<file path="config.mk">
export PLATFORM = sky130hd
export DESIGN_NAME = pfah_top
export DESIGN_NICKNAME = d
export VERILOG_FILES = /design/src/hdl/pfah_pkg.sv /design/src/hdl/pfah_ais_det.sv /design/src/hdl/pfah_top.sv
export SDC_FILE = /design/constraint.sdc
export NUM_CORES = 1
export LEC_CHECK = 0
export BUFFER_PORTS_ARGS = -buffer_cell sky130_fd_sc_hd__buf_2
export CAP_MARGIN = 10
export CORE_UTILIZATION = 62
export DETAILED_ROUTE_END_ITERATION = 12
export PLACE_DENSITY = 0.83
export SYNTH_ARGS = -nofsm -noshare
export SYNTH_HDL_FRONTEND = slang
export SYNTH_SLANG_ARGS = --single-unit
</file>
<file path="constraint.sdc">
create_clock -name pclk -period 9.9 [get_ports pclk]
set_clock_uncertainty 0.15 [all_clocks]
set_input_delay 1.98 -clock pclk [delete_from_list [all_inputs] [get_ports pclk]]
set_output_delay 1.98 -clock pclk [all_outputs]
set_load 0.005 [all_outputs]
</file>
<file path="src/hdl/pfah_pkg.sv">
// Package: constants and carrier types for the PCM fault and alarm handler
package pfah_pkg;

  // ---------------------------------------------------------------------------
  // Clock and time
  // ---------------------------------------------------------------------------
  localparam int CLK_MHZ        = 100;
  localparam int ALARM_LIMIT_MS = 2;
  localparam int LOF_LIMIT_MS   = 3;
  localparam int ALARM_LIMIT_CYC = ALARM_LIMIT_MS * 1000 * CLK_MHZ;
  localparam int LOF_LIMIT_CYC   = LOF_LIMIT_MS * 1000 * CLK_MHZ;
  // Evaluation window of the error-ratio monitor, counted in alignment words
  localparam int EVAL_MS        = 4000;
  localparam int FAS_PERIOD_US  = 250;
  localparam int WIN_FAS        = EVAL_MS * 1000 / FAS_PERIOD_US;
  localparam int WIN_W          = 15;
  localparam int ACC_W          = 17;
  localparam logic [ACC_W-1:0] ACC_MAX = 17'h1ffff;

  // ---------------------------------------------------------------------------
  // All-ones detector
  // ---------------------------------------------------------------------------
  localparam int AIS_WIN_BITS              = 512;
  localparam logic [8:0] AIS_LAST_BIT      = 9'h1ff;
  localparam logic [2:0] AIS_MAX_ZEROS     = 3'h2;
  localparam logic [2:0] AIS_ZERO_SAT      = 3'h7;

  // ---------------------------------------------------------------------------
  // Register map
  // ---------------------------------------------------------------------------
  localparam logic [7:0] OFF_CTRL   = 8'h00;
  localparam logic [7:0] OFF_THRESH = 8'h04;
  localparam logic [7:0] OFF_FAULTS = 8'h08;
  localparam logic [7:0] OFF_ACTS   = 8'h0c;
  localparam logic [7:0] OFF_ERRCNT = 8'h10;
  localparam int CTRL_SUP_EN = 0;
  localparam int CTRL_AIS_EN = 1;
  localparam logic [1:0]  CTRL_RST    = 2'h3;
  localparam logic [15:0] SET_THR_RST = 16'h0038;
  localparam logic [15:0] CLR_THR_RST = 16'h001c;

  // ---------------------------------------------------------------------------
  // Carriers
  // ---------------------------------------------------------------------------
  typedef struct packed {
    logic power;
    logic codec;
    logic ts16_los;
    logic sig_los;
    logic lof;
    logic excess;
    logic remote;
  } pfah_faults_t;

  typedef struct packed {
    logic svc;
    logic maint;
    logic ra;
    logic mute;
    logic ais64;
    logic ais_ts16;
  } pfah_acts_t;

  typedef enum logic [0:0] {
    EXE_CLEAR = 1'b0,
    EXE_ALARM = 1'b1
  } pfah_exe_t;

endpackage

</file>
<file path="src/hdl/pfah_ais_det.sv">
// All-ones alarm signal detector on the received 2048 kbit/s bit stream
module pfah_ais_det
  import pfah_pkg::*;
(
  input  wire logic pclk,
  input  wire logic presetn,
  input  wire logic bit_valid,
  input  wire logic bit_in,
  output logic      ais
);

  logic [8:0] bit_cnt_q;
  logic [2:0] zero_cnt_q;
  logic       ais_q;

  // ---------------------------------------------------------------------------
  // Window of one multiplex frame pair
  // ---------------------------------------------------------------------------
  // Any 512-bit window holds one alignment word with three zeros, so a
  // framed all-ones signal never passes; one or two errored bits still do
  always_ff @(posedge pclk or negedge presetn) begin
    if (!presetn) begin
      bit_cnt_q <= 9'h000;
    end else if (bit_valid) begin
      bit_cnt_q <= bit_cnt_q + 9'h001;
    end
  end

  always_ff @(posedge pclk or negedge presetn) begin
    if (!presetn) begin
      zero_cnt_q <= 3'h0;
    end else if (bit_valid) begin
      if (bit_cnt_q == AIS_LAST_BIT) begin
        zero_cnt_q <= 3'h0;
      end else if (!bit_in && zero_cnt_q != AIS_ZERO_SAT) begin
        zero_cnt_q <= zero_cnt_q + 3'h1;
      end
    end
  end

  always_ff @(posedge pclk or negedge presetn) begin
    if (!presetn) begin
      ais_q <= 1'b0;
    end else if (bit_valid && bit_cnt_q == AIS_LAST_BIT) begin
      // A saturated count must not wrap to zero on a final zero bit
      if (bit_in || zero_cnt_q == AIS_ZERO_SAT) begin
        ais_q <= (zero_cnt_q <= AIS_MAX_ZEROS);
      end else begin
        ais_q <= (zero_cnt_q + 3'h1 <= AIS_MAX_ZEROS);
      end
    end
  end

  assign ais = ais_q;

endmodule

</file>
<file path="src/hdl/pfah_top.sv">
// Fault supervision and consequent actions of a 2048 kbit/s primary multiplex
module pfah_top
  import pfah_pkg::*;
#(
  parameter int WIN_LEN = WIN_FAS
)
(
  input  wire logic        pclk,
  input  wire logic        presetn,
  input  wire logic        psel,
  input  wire logic        penable,
  input  wire logic        pwrite,
  input  wire logic [7:0]  paddr,
  input  wire logic [31:0] pwdata,
  output logic [31:0]      prdata,
  output logic             pready,
  output logic             pslverr,
  input  wire logic        power_fail_pin,
  input  wire logic        codec_fail_pin,
  input  wire logic        ts16_in_lost_pin,
  input  wire logic        fas_chk,
  input  wire logic [2:0]  fas_err_bits,
  input  wire logic        frame_lost,
  input  wire logic        rx_sig_lost,
  input  wire logic        ra_strobe,
  input  wire logic        ra_bit_rx,
  input  wire logic        rx_bit_valid,
  input  wire logic        rx_bit,
  input  wire logic        ts16_rx_valid,
  input  wire logic        ts16_rx_bit,
  input  wire logic        ts16_tx_valid,
  input  wire logic        ts16_tx_in,
  output logic             svc_alarm,
  output logic             maint_alarm,
  output logic             tx_ra_bit,
  output logic             ana_mute,
  output logic             ts16_out_bit,
  output logic             ts16_tx_bit
);

  localparam logic [WIN_W-1:0] WIN_LAST = WIN_W'(WIN_LEN - 1);

  // Consequent actions of all present faults ORed together; AIS masks lof and excess maintenance
  function automatic pfah_acts_t acts_of(input pfah_faults_t f, input logic ais);
    pfah_acts_t a;
    logic       frm;
    frm        = f.sig_los | f.lof | f.excess;
    a.svc      = f.power | f.codec | frm | f.remote;
    a.maint    = f.power | f.codec | f.ts16_los | f.sig_los
               | ((f.lof | f.excess) & ~ais);
    a.ra       = f.power | f.codec | frm;
    a.mute     = f.power | f.codec | frm;
    a.ais64    = f.power | frm;
    a.ais_ts16 = f.power | f.ts16_los;
    return a;
  endfunction

  logic [2:0]       sync1_q;
  logic [2:0]       sync2_q;
  logic             ra_q;
  logic [1:0]       ctrl_q;
  logic [15:0]      set_thr_q;
  logic [15:0]      clr_thr_q;
  logic [WIN_W-1:0] win_cnt_q;
  logic [ACC_W-1:0] err_acc_q;
  logic [ACC_W-1:0] err_last_q;
  pfah_exe_t        exe_q;
  pfah_faults_t     faults_q;
  pfah_acts_t       act_q;
  logic             ais_det;
  logic             ais_seen;
  logic             ts16_out_q;
  logic             ts16_tx_q;
  logic [31:0]      prdata_q;
  logic             pready_q;
  logic             pslverr_q;
  logic             win_end;
  logic [ACC_W-1:0] err_sum;

  // ---------------------------------------------------------------------------
  // Pin synchronisers and remote alarm bit
  // ---------------------------------------------------------------------------
  always_ff @(posedge pclk or negedge presetn) begin
    if (!presetn) begin
      sync1_q <= 3'h0;
      sync2_q <= 3'h0;
    end else begin
      sync1_q <= {power_fail_pin, codec_fail_pin, ts16_in_lost_pin};
      sync2_q <= sync1_q;
    end
  end

  always_ff @(posedge pclk or negedge presetn) begin
    if (!presetn) begin
      ra_q <= 1'b0;
    end else if (ra_strobe) begin
      ra_q <= ra_bit_rx;
    end
  end

  // ---------------------------------------------------------------------------
  // Alignment word error ratio monitor
  // ---------------------------------------------------------------------------
  // About 112 errored bits per window at one in a thousand, about 11 at one
  // in ten thousand; the default thresholds sit well apart from both
  assign win_end = fas_chk && (win_cnt_q == WIN_LAST);
  assign err_sum = (err_acc_q > ACC_MAX - ACC_W'(fas_err_bits)) ? ACC_MAX
                 : err_acc_q + ACC_W'(fas_err_bits);

  always_ff @(posedge pclk or negedge presetn) begin
    if (!presetn) begin
      win_cnt_q <= '0;
    end else if (fas_chk) begin
      win_cnt_q <= win_end ? '0 : win_cnt_q + 1'b1;
    end
  end

  always_ff @(posedge pclk or negedge presetn) begin
    if (!presetn) begin
      err_acc_q  <= '0;
      err_last_q <= '0;
    end else if (fas_chk) begin
      err_acc_q <= win_end ? '0 : err_sum;
      if (win_end) begin
        err_last_q <= err_sum;
      end
    end
  end

  always_ff @(posedge pclk or negedge presetn) begin
    if (!presetn) begin
      exe_q <= EXE_CLEAR;
    end else if (win_end) begin
      case (exe_q)
        EXE_CLEAR: exe_q <= (err_sum >= ACC_W'(set_thr_q)) ? EXE_ALARM : EXE_CLEAR;
        EXE_ALARM: exe_q <= (err_sum <  ACC_W'(clr_thr_q)) ? EXE_CLEAR : EXE_ALARM;
        default:   exe_q <= EXE_CLEAR;
      endcase
    end
  end

  // ---------------------------------------------------------------------------
  // Faults and consequent actions
  // ---------------------------------------------------------------------------
  pfah_ais_det u_ais (
    .pclk      (pclk),
    .presetn   (presetn),
    .bit_valid (rx_bit_valid),
    .bit_in    (rx_bit),
    .ais       (ais_det)
  );

  assign ais_seen = ais_det & ctrl_q[CTRL_AIS_EN];

  always_ff @(posedge pclk or negedge presetn) begin
    if (!presetn) begin
      faults_q <= '0;
    end else begin
      faults_q.power    <= sync2_q[2];
      faults_q.codec    <= sync2_q[1];
      faults_q.ts16_los <= sync2_q[0] & ctrl_q[CTRL_SUP_EN];
      faults_q.sig_los  <= rx_sig_lost;
      faults_q.lof      <= frame_lost;
      faults_q.excess   <= (exe_q == EXE_ALARM);
      faults_q.remote   <= ra_q;
    end
  end

  // Registered both ways so raising and clearing take the same one cycle
  always_ff @(posedge pclk or negedge presetn) begin
    if (!presetn) begin
      act_q <= '0;
    end else begin
      act_q <= acts_of(faults_q, ais_seen);
    end
  end

  // Slot 16 carried bit by bit, so either signalling method passes unchanged
  always_ff @(posedge pclk or negedge presetn) begin
    if (!presetn) begin
      ts16_out_q <= 1'b1;
      ts16_tx_q  <= 1'b1;
    end else begin
      if (ts16_rx_valid) begin
        ts16_out_q <= ts16_rx_bit | act_q.ais64;
      end
      if (ts16_tx_valid) begin
        ts16_tx_q <= ts16_tx_in | act_q.ais_ts16;
      end
    end
  end

  assign svc_alarm    = act_q.svc;
  assign maint_alarm  = act_q.maint;
  assign tx_ra_bit    = act_q.ra;
  assign ana_mute     = act_q.mute;
  assign ts16_out_bit = ts16_out_q;
  assign ts16_tx_bit  = ts16_tx_q;

  // ---------------------------------------------------------------------------
  // APB slave
  // ---------------------------------------------------------------------------
  // Answer prepared in the setup cycle, so every access has no wait state
  always_ff @(posedge pclk or negedge presetn) begin
    if (!presetn) begin
      pready_q  <= 1'b0;
      pslverr_q <= 1'b0;
      prdata_q  <= 32'h0000_0000;
    end else begin
      pready_q  <= psel & ~penable;
      pslverr_q <= 1'b0;
      prdata_q  <= 32'h0000_0000;
      if (psel && !penable) begin
        case (paddr)
          OFF_CTRL:   prdata_q <= {30'h0, ctrl_q};
          OFF_THRESH: prdata_q <= {clr_thr_q, set_thr_q};
          OFF_FAULTS: prdata_q <= {23'h0, ais_det, exe_q, faults_q};
          OFF_ACTS:   prdata_q <= {26'h0, act_q};
          OFF_ERRCNT: prdata_q <= {15'h0, err_last_q};
          default:    pslverr_q <= 1'b1;
        endcase
      end
    end
  end

  always_ff @(posedge pclk or negedge presetn) begin
    if (!presetn) begin
      ctrl_q    <= CTRL_RST;
      set_thr_q <= SET_THR_RST;
      clr_thr_q <= CLR_THR_RST;
    end else if (psel && penable && pready_q && pwrite) begin
      if (paddr == OFF_CTRL) begin
        ctrl_q <= pwdata[1:0];
      end
      if (paddr == OFF_THRESH) begin
        set_thr_q <= pwdata[15:0];
        clr_thr_q <= pwdata[31:16];
      end
    end
  end

  assign prdata  = prdata_q;
  assign pready  = pready_q;
  assign pslverr = pslverr_q;
endmodule

</file>
## Yosys cells after proc, flatten, opt, wreduce, memory -nomap -nowiden

Cells that the tools add are included.

- Register bits: 152
- Input port bits: 62
- Output and inout port bits: 40
- Logic and storage cells: 98

- $add $sub $neg: 5
- Magnitude comparators: 5
- Equal/unequal tests: 8
- Multiplexer cells: 13
- Bitwise gates (word level): 20
- Reduce and logical (&&, ||, !) cells: 17

Operator list:

| kind | number |
|---|---|
| $pmux 32 s5 | 1 |
| $mux 17 | 2 |
| $mux 32 | 1 |
| $add 17x3->17 | 1 |
| $ge 17x16->1 | 1 |
| $gt 17x17->1 | 1 |
| $lt 17x16->1 | 1 |
| $eq 8x4->1 const B | 2 |
| $add 15x1->15 const B | 1 |
| $eq 15x14->1 const B | 1 |
| $mux 15 | 1 |
| $or 1x1->1 | 13 |
| $add 9x1->9 const B | 1 |
| $eq 9x9->1 const B | 1 |
| $eq 8x3->1 const B | 1 |
| $eq 8x5->1 const B | 1 |
| $logic_not 8->1 | 1 |
| $reduce_and 2->1 | 4 |
| $logic_and 1x1->1 | 7 |
| $le 3x2->1 const B | 2 |
| $mux 3 | 2 |
| $mux 1 | 5 |
| $reduce_or 5->1 | 1 |
| $sub 1x4->5 const A | 1 |
| 9 further kinds | 15 |

## Logic depth before layout (Yosys ltp)

- Word-level depth: 6
- Gate-level depth with buffers: 17
- Mapped depth without buffers: 15

## Modules after synthesis

Synthesis repeated with hierarchy kept, for this count alone.

- Cell total of the unflattened synthesis: 703
- Area total of the unflattened synthesis: 7455.9 µm²

Modules (own cells, without submodules):

| module | instances | cells an instance | area an instance (µm²) | sequential area each (µm²) |
|---|---|---|---|---|
| pfah_top | 1 | 643 | 6792.8 | 3490.8 |
| pfah_ais_det | 1 | 60 | 663.1 | 325.3 |

## Worst setup path before layout

Ideal clock, no wire load.

- Kind: input-to-reg
- Start: input port fas_err_bits[2]
- End: register exe_q
- Library setup time: 124 ps
- Arrival time: 4804 ps
- Slack: 4823 ps
- Stages: 15
- Buffers on the path: 4
- Path through: ha_1 > clkbuf_1 > nand3_1 > nand3_1 > nand4bb_1 > clkbuf_1 > buf_2 > buf_2 > nand2_1 > ha_1 > and3_1 > a221o_1 > a21oi_1 > a221oi_1 > a211o_1

- Word-level cells in the longest chain between the ends: 6
- Elaborated cells on any way between the ends: 9

RTL lines:

| what | RTL line | source |
|---|---|---|
| start: declaration | pfah_top.sv:22 | `input wire logic [2:0] fas_err_bits,` |
| $sub 1x4->5 | pfah_top.sv:107 | `assign err_sum = (err_acc_q > ACC_MAX - ACC_W'(fas_err_bits)) ? ACC_MAX` |
| $gt 17x17->1 | pfah_top.sv:107 |  |
| $mux 17 * | pfah_top.sv:107 |  |
| named net err_sum[7] | pfah_top.sv:78 | `logic [ACC_W-1:0] err_sum;` |
| $lt 17x16->1 or $ge 17x16->1 (tied branches) | pfah_top.sv:136, pfah_top.sv:135 |  |
| $mux 1, on equally long branches | pfah_top.sv:136, pfah_top.sv:135 |  |
| $pmux 1 s2 * | pfah_top.sv:134 | `case (exe_q)` |
| end signal: assignment | pfah_top.sv:135 | `EXE_CLEAR: exe_q <= (err_sum >= ACC_W'(set_thr_q)) ? EXE_ALARM : EXE_CLEAR;` |
| end signal: assignment | pfah_top.sv:136 | `EXE_ALARM: exe_q <= (err_sum < ACC_W'(clr_thr_q)) ? EXE_CLEAR : EXE_ALARM;` |
| end: declaration | pfah_top.sv:67 | `pfah_exe_t exe_q;` |

The timed path passes the listed nets; every way through them passes the cells marked *.
A chain may end at the register's enable or synchronous reset.

## Final worst setup path

Ends and elaborated chain as after synthesis.

==> flow_metrics.env <==
export IMPL_power_static_leakage_uw=0.00433
export IMPL_setup_slack_ns=4.88
export IMPL_ys_async_sr_fraction=1.00
export IMPL_worst_endpoint_arrival_ns=5.17
export IMPL_global_route_usage_total=0.300
export IMPL_die_height_um=110
export IMPL_run_status="completed"
export IMPL_syn_area_per_cell_um2=9.91
export IMPL_rr_endpoint="exe_q"
export IMPL_drt_drc_violations_left=0
export IMPL_cts_setup_buffers=0
export IMPL_cts_resized=0
export IMPL_first_global_vias=5612
export IMPL_detailed_place_hpwl_um=12200
export IMPL_htree_levels=4
export IMPL_ys_top_cells_by_area="dfrtp_1 49%, ha_1 7.2%, nand2_1 4.4%"
export IMPL_yosys_cell_types=57
export IMPL_setup_reg_to_reg_worst_slack_ns=6.13
export IMPL_clkTransAtPathRegs_ns=0.06
export IMPL_floorplan_initialDensity=0.636
export IMPL_syn_cell_area_um2=7260
export IMPL_layout_min_cycle_time_ns=5.02
export IMPL_yosys_top_cells_count="142 x dfrtp_1, 86 x nand2_1, 64 x nor2_1"
export IMPL_placed_area_um2=7830
export IMPL_synthDominantCellAreaShare=0.489
export IMPL_yosysWarnings=0
export IMPL_cp_max_fo=38
export IMPL_die_width_um=110
export IMPL_ant_cells=0
export IMPL_final_hold_viol_count=0
export IMPL_detail_route_antenna_nets=0
export IMPL_synth_top_flop_cell="dfrtp_1"
export IMPL_post_layout_total_power_uw=1780
export IMPL_post_drt_via_cell_ratio=6.03
export IMPL_design_portCount=102
export IMPL_drv_slew=0
export IMPL_worst_skew_pair_late_latency_ns=0.42
export IMPL_final_core_utilization=0.744
export IMPL_syn_num_nets=838
export IMPL_timing_max_slew_rel_slack=0.198
export IMPL_synth_most_common_cell="dfrtp_1"
export IMPL_rr_startpoint="err_acc_q[6]"
export IMPL_max_cap_violations=0
export IMPL_hold_start="sync2_q[1]"
export IMPL_finalSetupViolations=0
export IMPL_io_buffers=101
export IMPL_pre_cts_slack_ns=4.51
export IMPL_finalNetCount=924
export IMPL_rsz_0062_raised_after_global_routing="no"
export IMPL_remaining_overflow_grt=0
export IMPL_floorplan_core_area_um2=11400
export IMPL_finalWeightedCongestion=0.952
export IMPL_cell_type_with_the_largest_total_area_after_synthesis="dfrtp_1"
export IMPL_cts_num_sinks=152
export IMPL_cts_inserted_buffers=17
export IMPL_vias=5877
export IMPL_row_count=39
export IMPL_holdCritPathClass="flip-flop to flip-flop"
export IMPL_largest_net_degree_at_the_start_of_global_routing=93
export IMPL_detail_route_iter0_violations=476
export IMPL_reg2regPathDepth=12
export IMPL_area_growth_pct=16.9
export IMPL_setup_worst_path_start_class="primary input"
export IMPL_clock_fmax_mhz=199
export IMPL_synthCells=733
export IMPL_grt_antenna_before_repair=0
export IMPL_seq_area_frac_synth=0.525
export IMPL_clock_root_buffer="clkbuf_16"
export IMPL_grt_pass1_wl_um=27000
export IMPL_routedWlPerCell_um=17.6
export IMPL_area_of_the_multi_input_gates_um2=3100
export IMPL_worst_slew_pin_transition_ns=1.20
export IMPL_die_area_um2=12200
export IMPL_routed_wl_um=17200
export IMPL_cp_data_required_time_ns=10.05
export IMPL_holdBufCountCts=0
export IMPL_min_period_over_period=0.507
export IMPL_vdd_ir_drop_worst_mv=0.165
export IMPL_critical_path_end_type="flip-flop"
export IMPL_min_path_cells=0
export IMPL_crit_type="primary input to flip-flop"
export IMPL_synth_ff_latch_count=152
export IMPL_layout_cell_area_non_filler_um2=8490
export IMPL_layout_cells_sized_above_1=0.196
export IMPL_max_clock_path_buffers=2
export IMPL_synth_edff_count=0
export IMPL_fin_tns_setup_ns=0
export IMPL_clock_tree_from_tritoncts="built"
export IMPL_first_pass_iters=7
export IMPL_hold_worst_path_end="faults_q[5]"
export IMPL_sequential_cell_area_um2=3820
export IMPL_pwr_density_cell_nw_per_um2=210
export IMPL_number_of_inserted_filler_cells_in_the_final_layout=811
## area by class of cell
class	instances	area share
repair buffers	105	0.0638
flip-flops and latches	152	0.449
well taps	143	0.0211
inverters	51	0.0225
multi-input cells	492	0.366
clock inverters	8	0.0197
clock buffers	24	0.0579
## layout by cell type (no fill, tap or decap), types with 4 or more instances in the layout
cell / synthesis / final
a21o_1: 7 / 7
a21oi_1: 44 / 44
a222oi_1: 9 / 9
a22oi_1: 10 / 10
a31oi_1: 16 / 16
and3_1: 10 / 10
buf_2: 5 / 100
buf_4: 1 / 4
bufinv_16: 0 / 5
clkbuf_16: 0 / 17
clkbuf_8: 0 / 4
dfrtp_1: 142 / 142
dfstp_2: 10 / 10
ha_1: 42 / 42
inv_1: 51 / 51
mux2_2: 10 / 10
nand2_1: 86 / 86
nand3_1: 21 / 21
nand4_1: 16 / 16
nor2_1: 64 / 63
nor3_1: 22 / 22
o21a_1: 6 / 6
o21ai_0: 42 / 42
o21ai_1: 8 / 8
o22ai_1: 4 / 4
o31ai_1: 7 / 7
xnor2_1: 19 / 19
xor2_1: 10 / 10
## metrics by stage
stage | instances | hold slack [ns]
detailed placement | 942 | 0.185
CTS | 974 | 0.197
finish | 975 | 0.197
global route | 975 | 0.205
global placement | 942 | 0.182
floorplan | 733 | 0.181
## report_power, final
group	internal (µW)	leakage [µW]	switching, µW
Sequential	678	0.00186	58.5
Combinational	129	0.00215	204
Clock	473	0.000320	239
## sequential cells by signal, summed over array words and instances, names as in the netlist, 2 cells and up
signal / cells
act_q: 2
clr_thr_q: 16
ctrl_q: 2
err_acc_q: 17
err_last_q: 17
faults_q: 7
prdata: 32
set_thr_q: 16
sync1_q: 3
sync2_q: 3
u_ais.bit_cnt_q: 9
u_ais.zero_cnt_q: 3
win_cnt_q: 15
## worst max-delay path by stage
stage	from	endpoint	slack, ns	depth (start not counted)
4_1_cts	fas_err_bits[2]	exe_q	4.94	14
3_5_place_dp	fas_err_bits[2]	exe_q	4.51	14
2_1_floorplan	fas_err_bits[2]	exe_q	4.82	15
5_1_grt	fas_err_bits[2]	exe_q	4.70	14
3_3_place_gp	fas_err_bits[1]	exe_q	4.61	13
6_report	fas_err_bits[2]	exe_q	4.88	14
## worst max-delay path: stages
cell and delay, ns:
buf_2 0.11, ha_1 0.37, a21oi_1 0.17, o21ai_1 0.12, nand4bb_1 0.13, buf_4 0.37
nand4_1 0.17, o21a_1 0.19, ha_1 0.33, a211oi_1 0.25, nand2_1 0.12, a2111oi_0 0.40
o31ai_1 0.15, a211o_1 0.31
## layer usage
metal / share of wire / global-route usage / vias to the layer above / wire, µm
li1: - / - / 2735 / -
met1: 0.41 / 0.378 / 2845 / 7100
met2: 0.49 / 0.490 / 260 / 8340
met3: 0.072 / 0.0705 / 37 / 1240
met4: 0.028 / 0.137 / 0 / 488
met5: 0 / 0 / - / 0
## cell families after synthesis
group / count (synthesis) / synth area share
AND/OR/NAND/NOR: 245 / 0.161
adder cells (fa/ha/maj): 43 / 0.0751
buffers and inverters: 89 / 0.0484
flip-flops: 152 / 0.525
XOR/XNOR: 29 / 0.0350
AO/OA/AOI/OAI: 164 / 0.138
multiplexers: 11 / 0.0169
(Power assumes the default switching activity.)
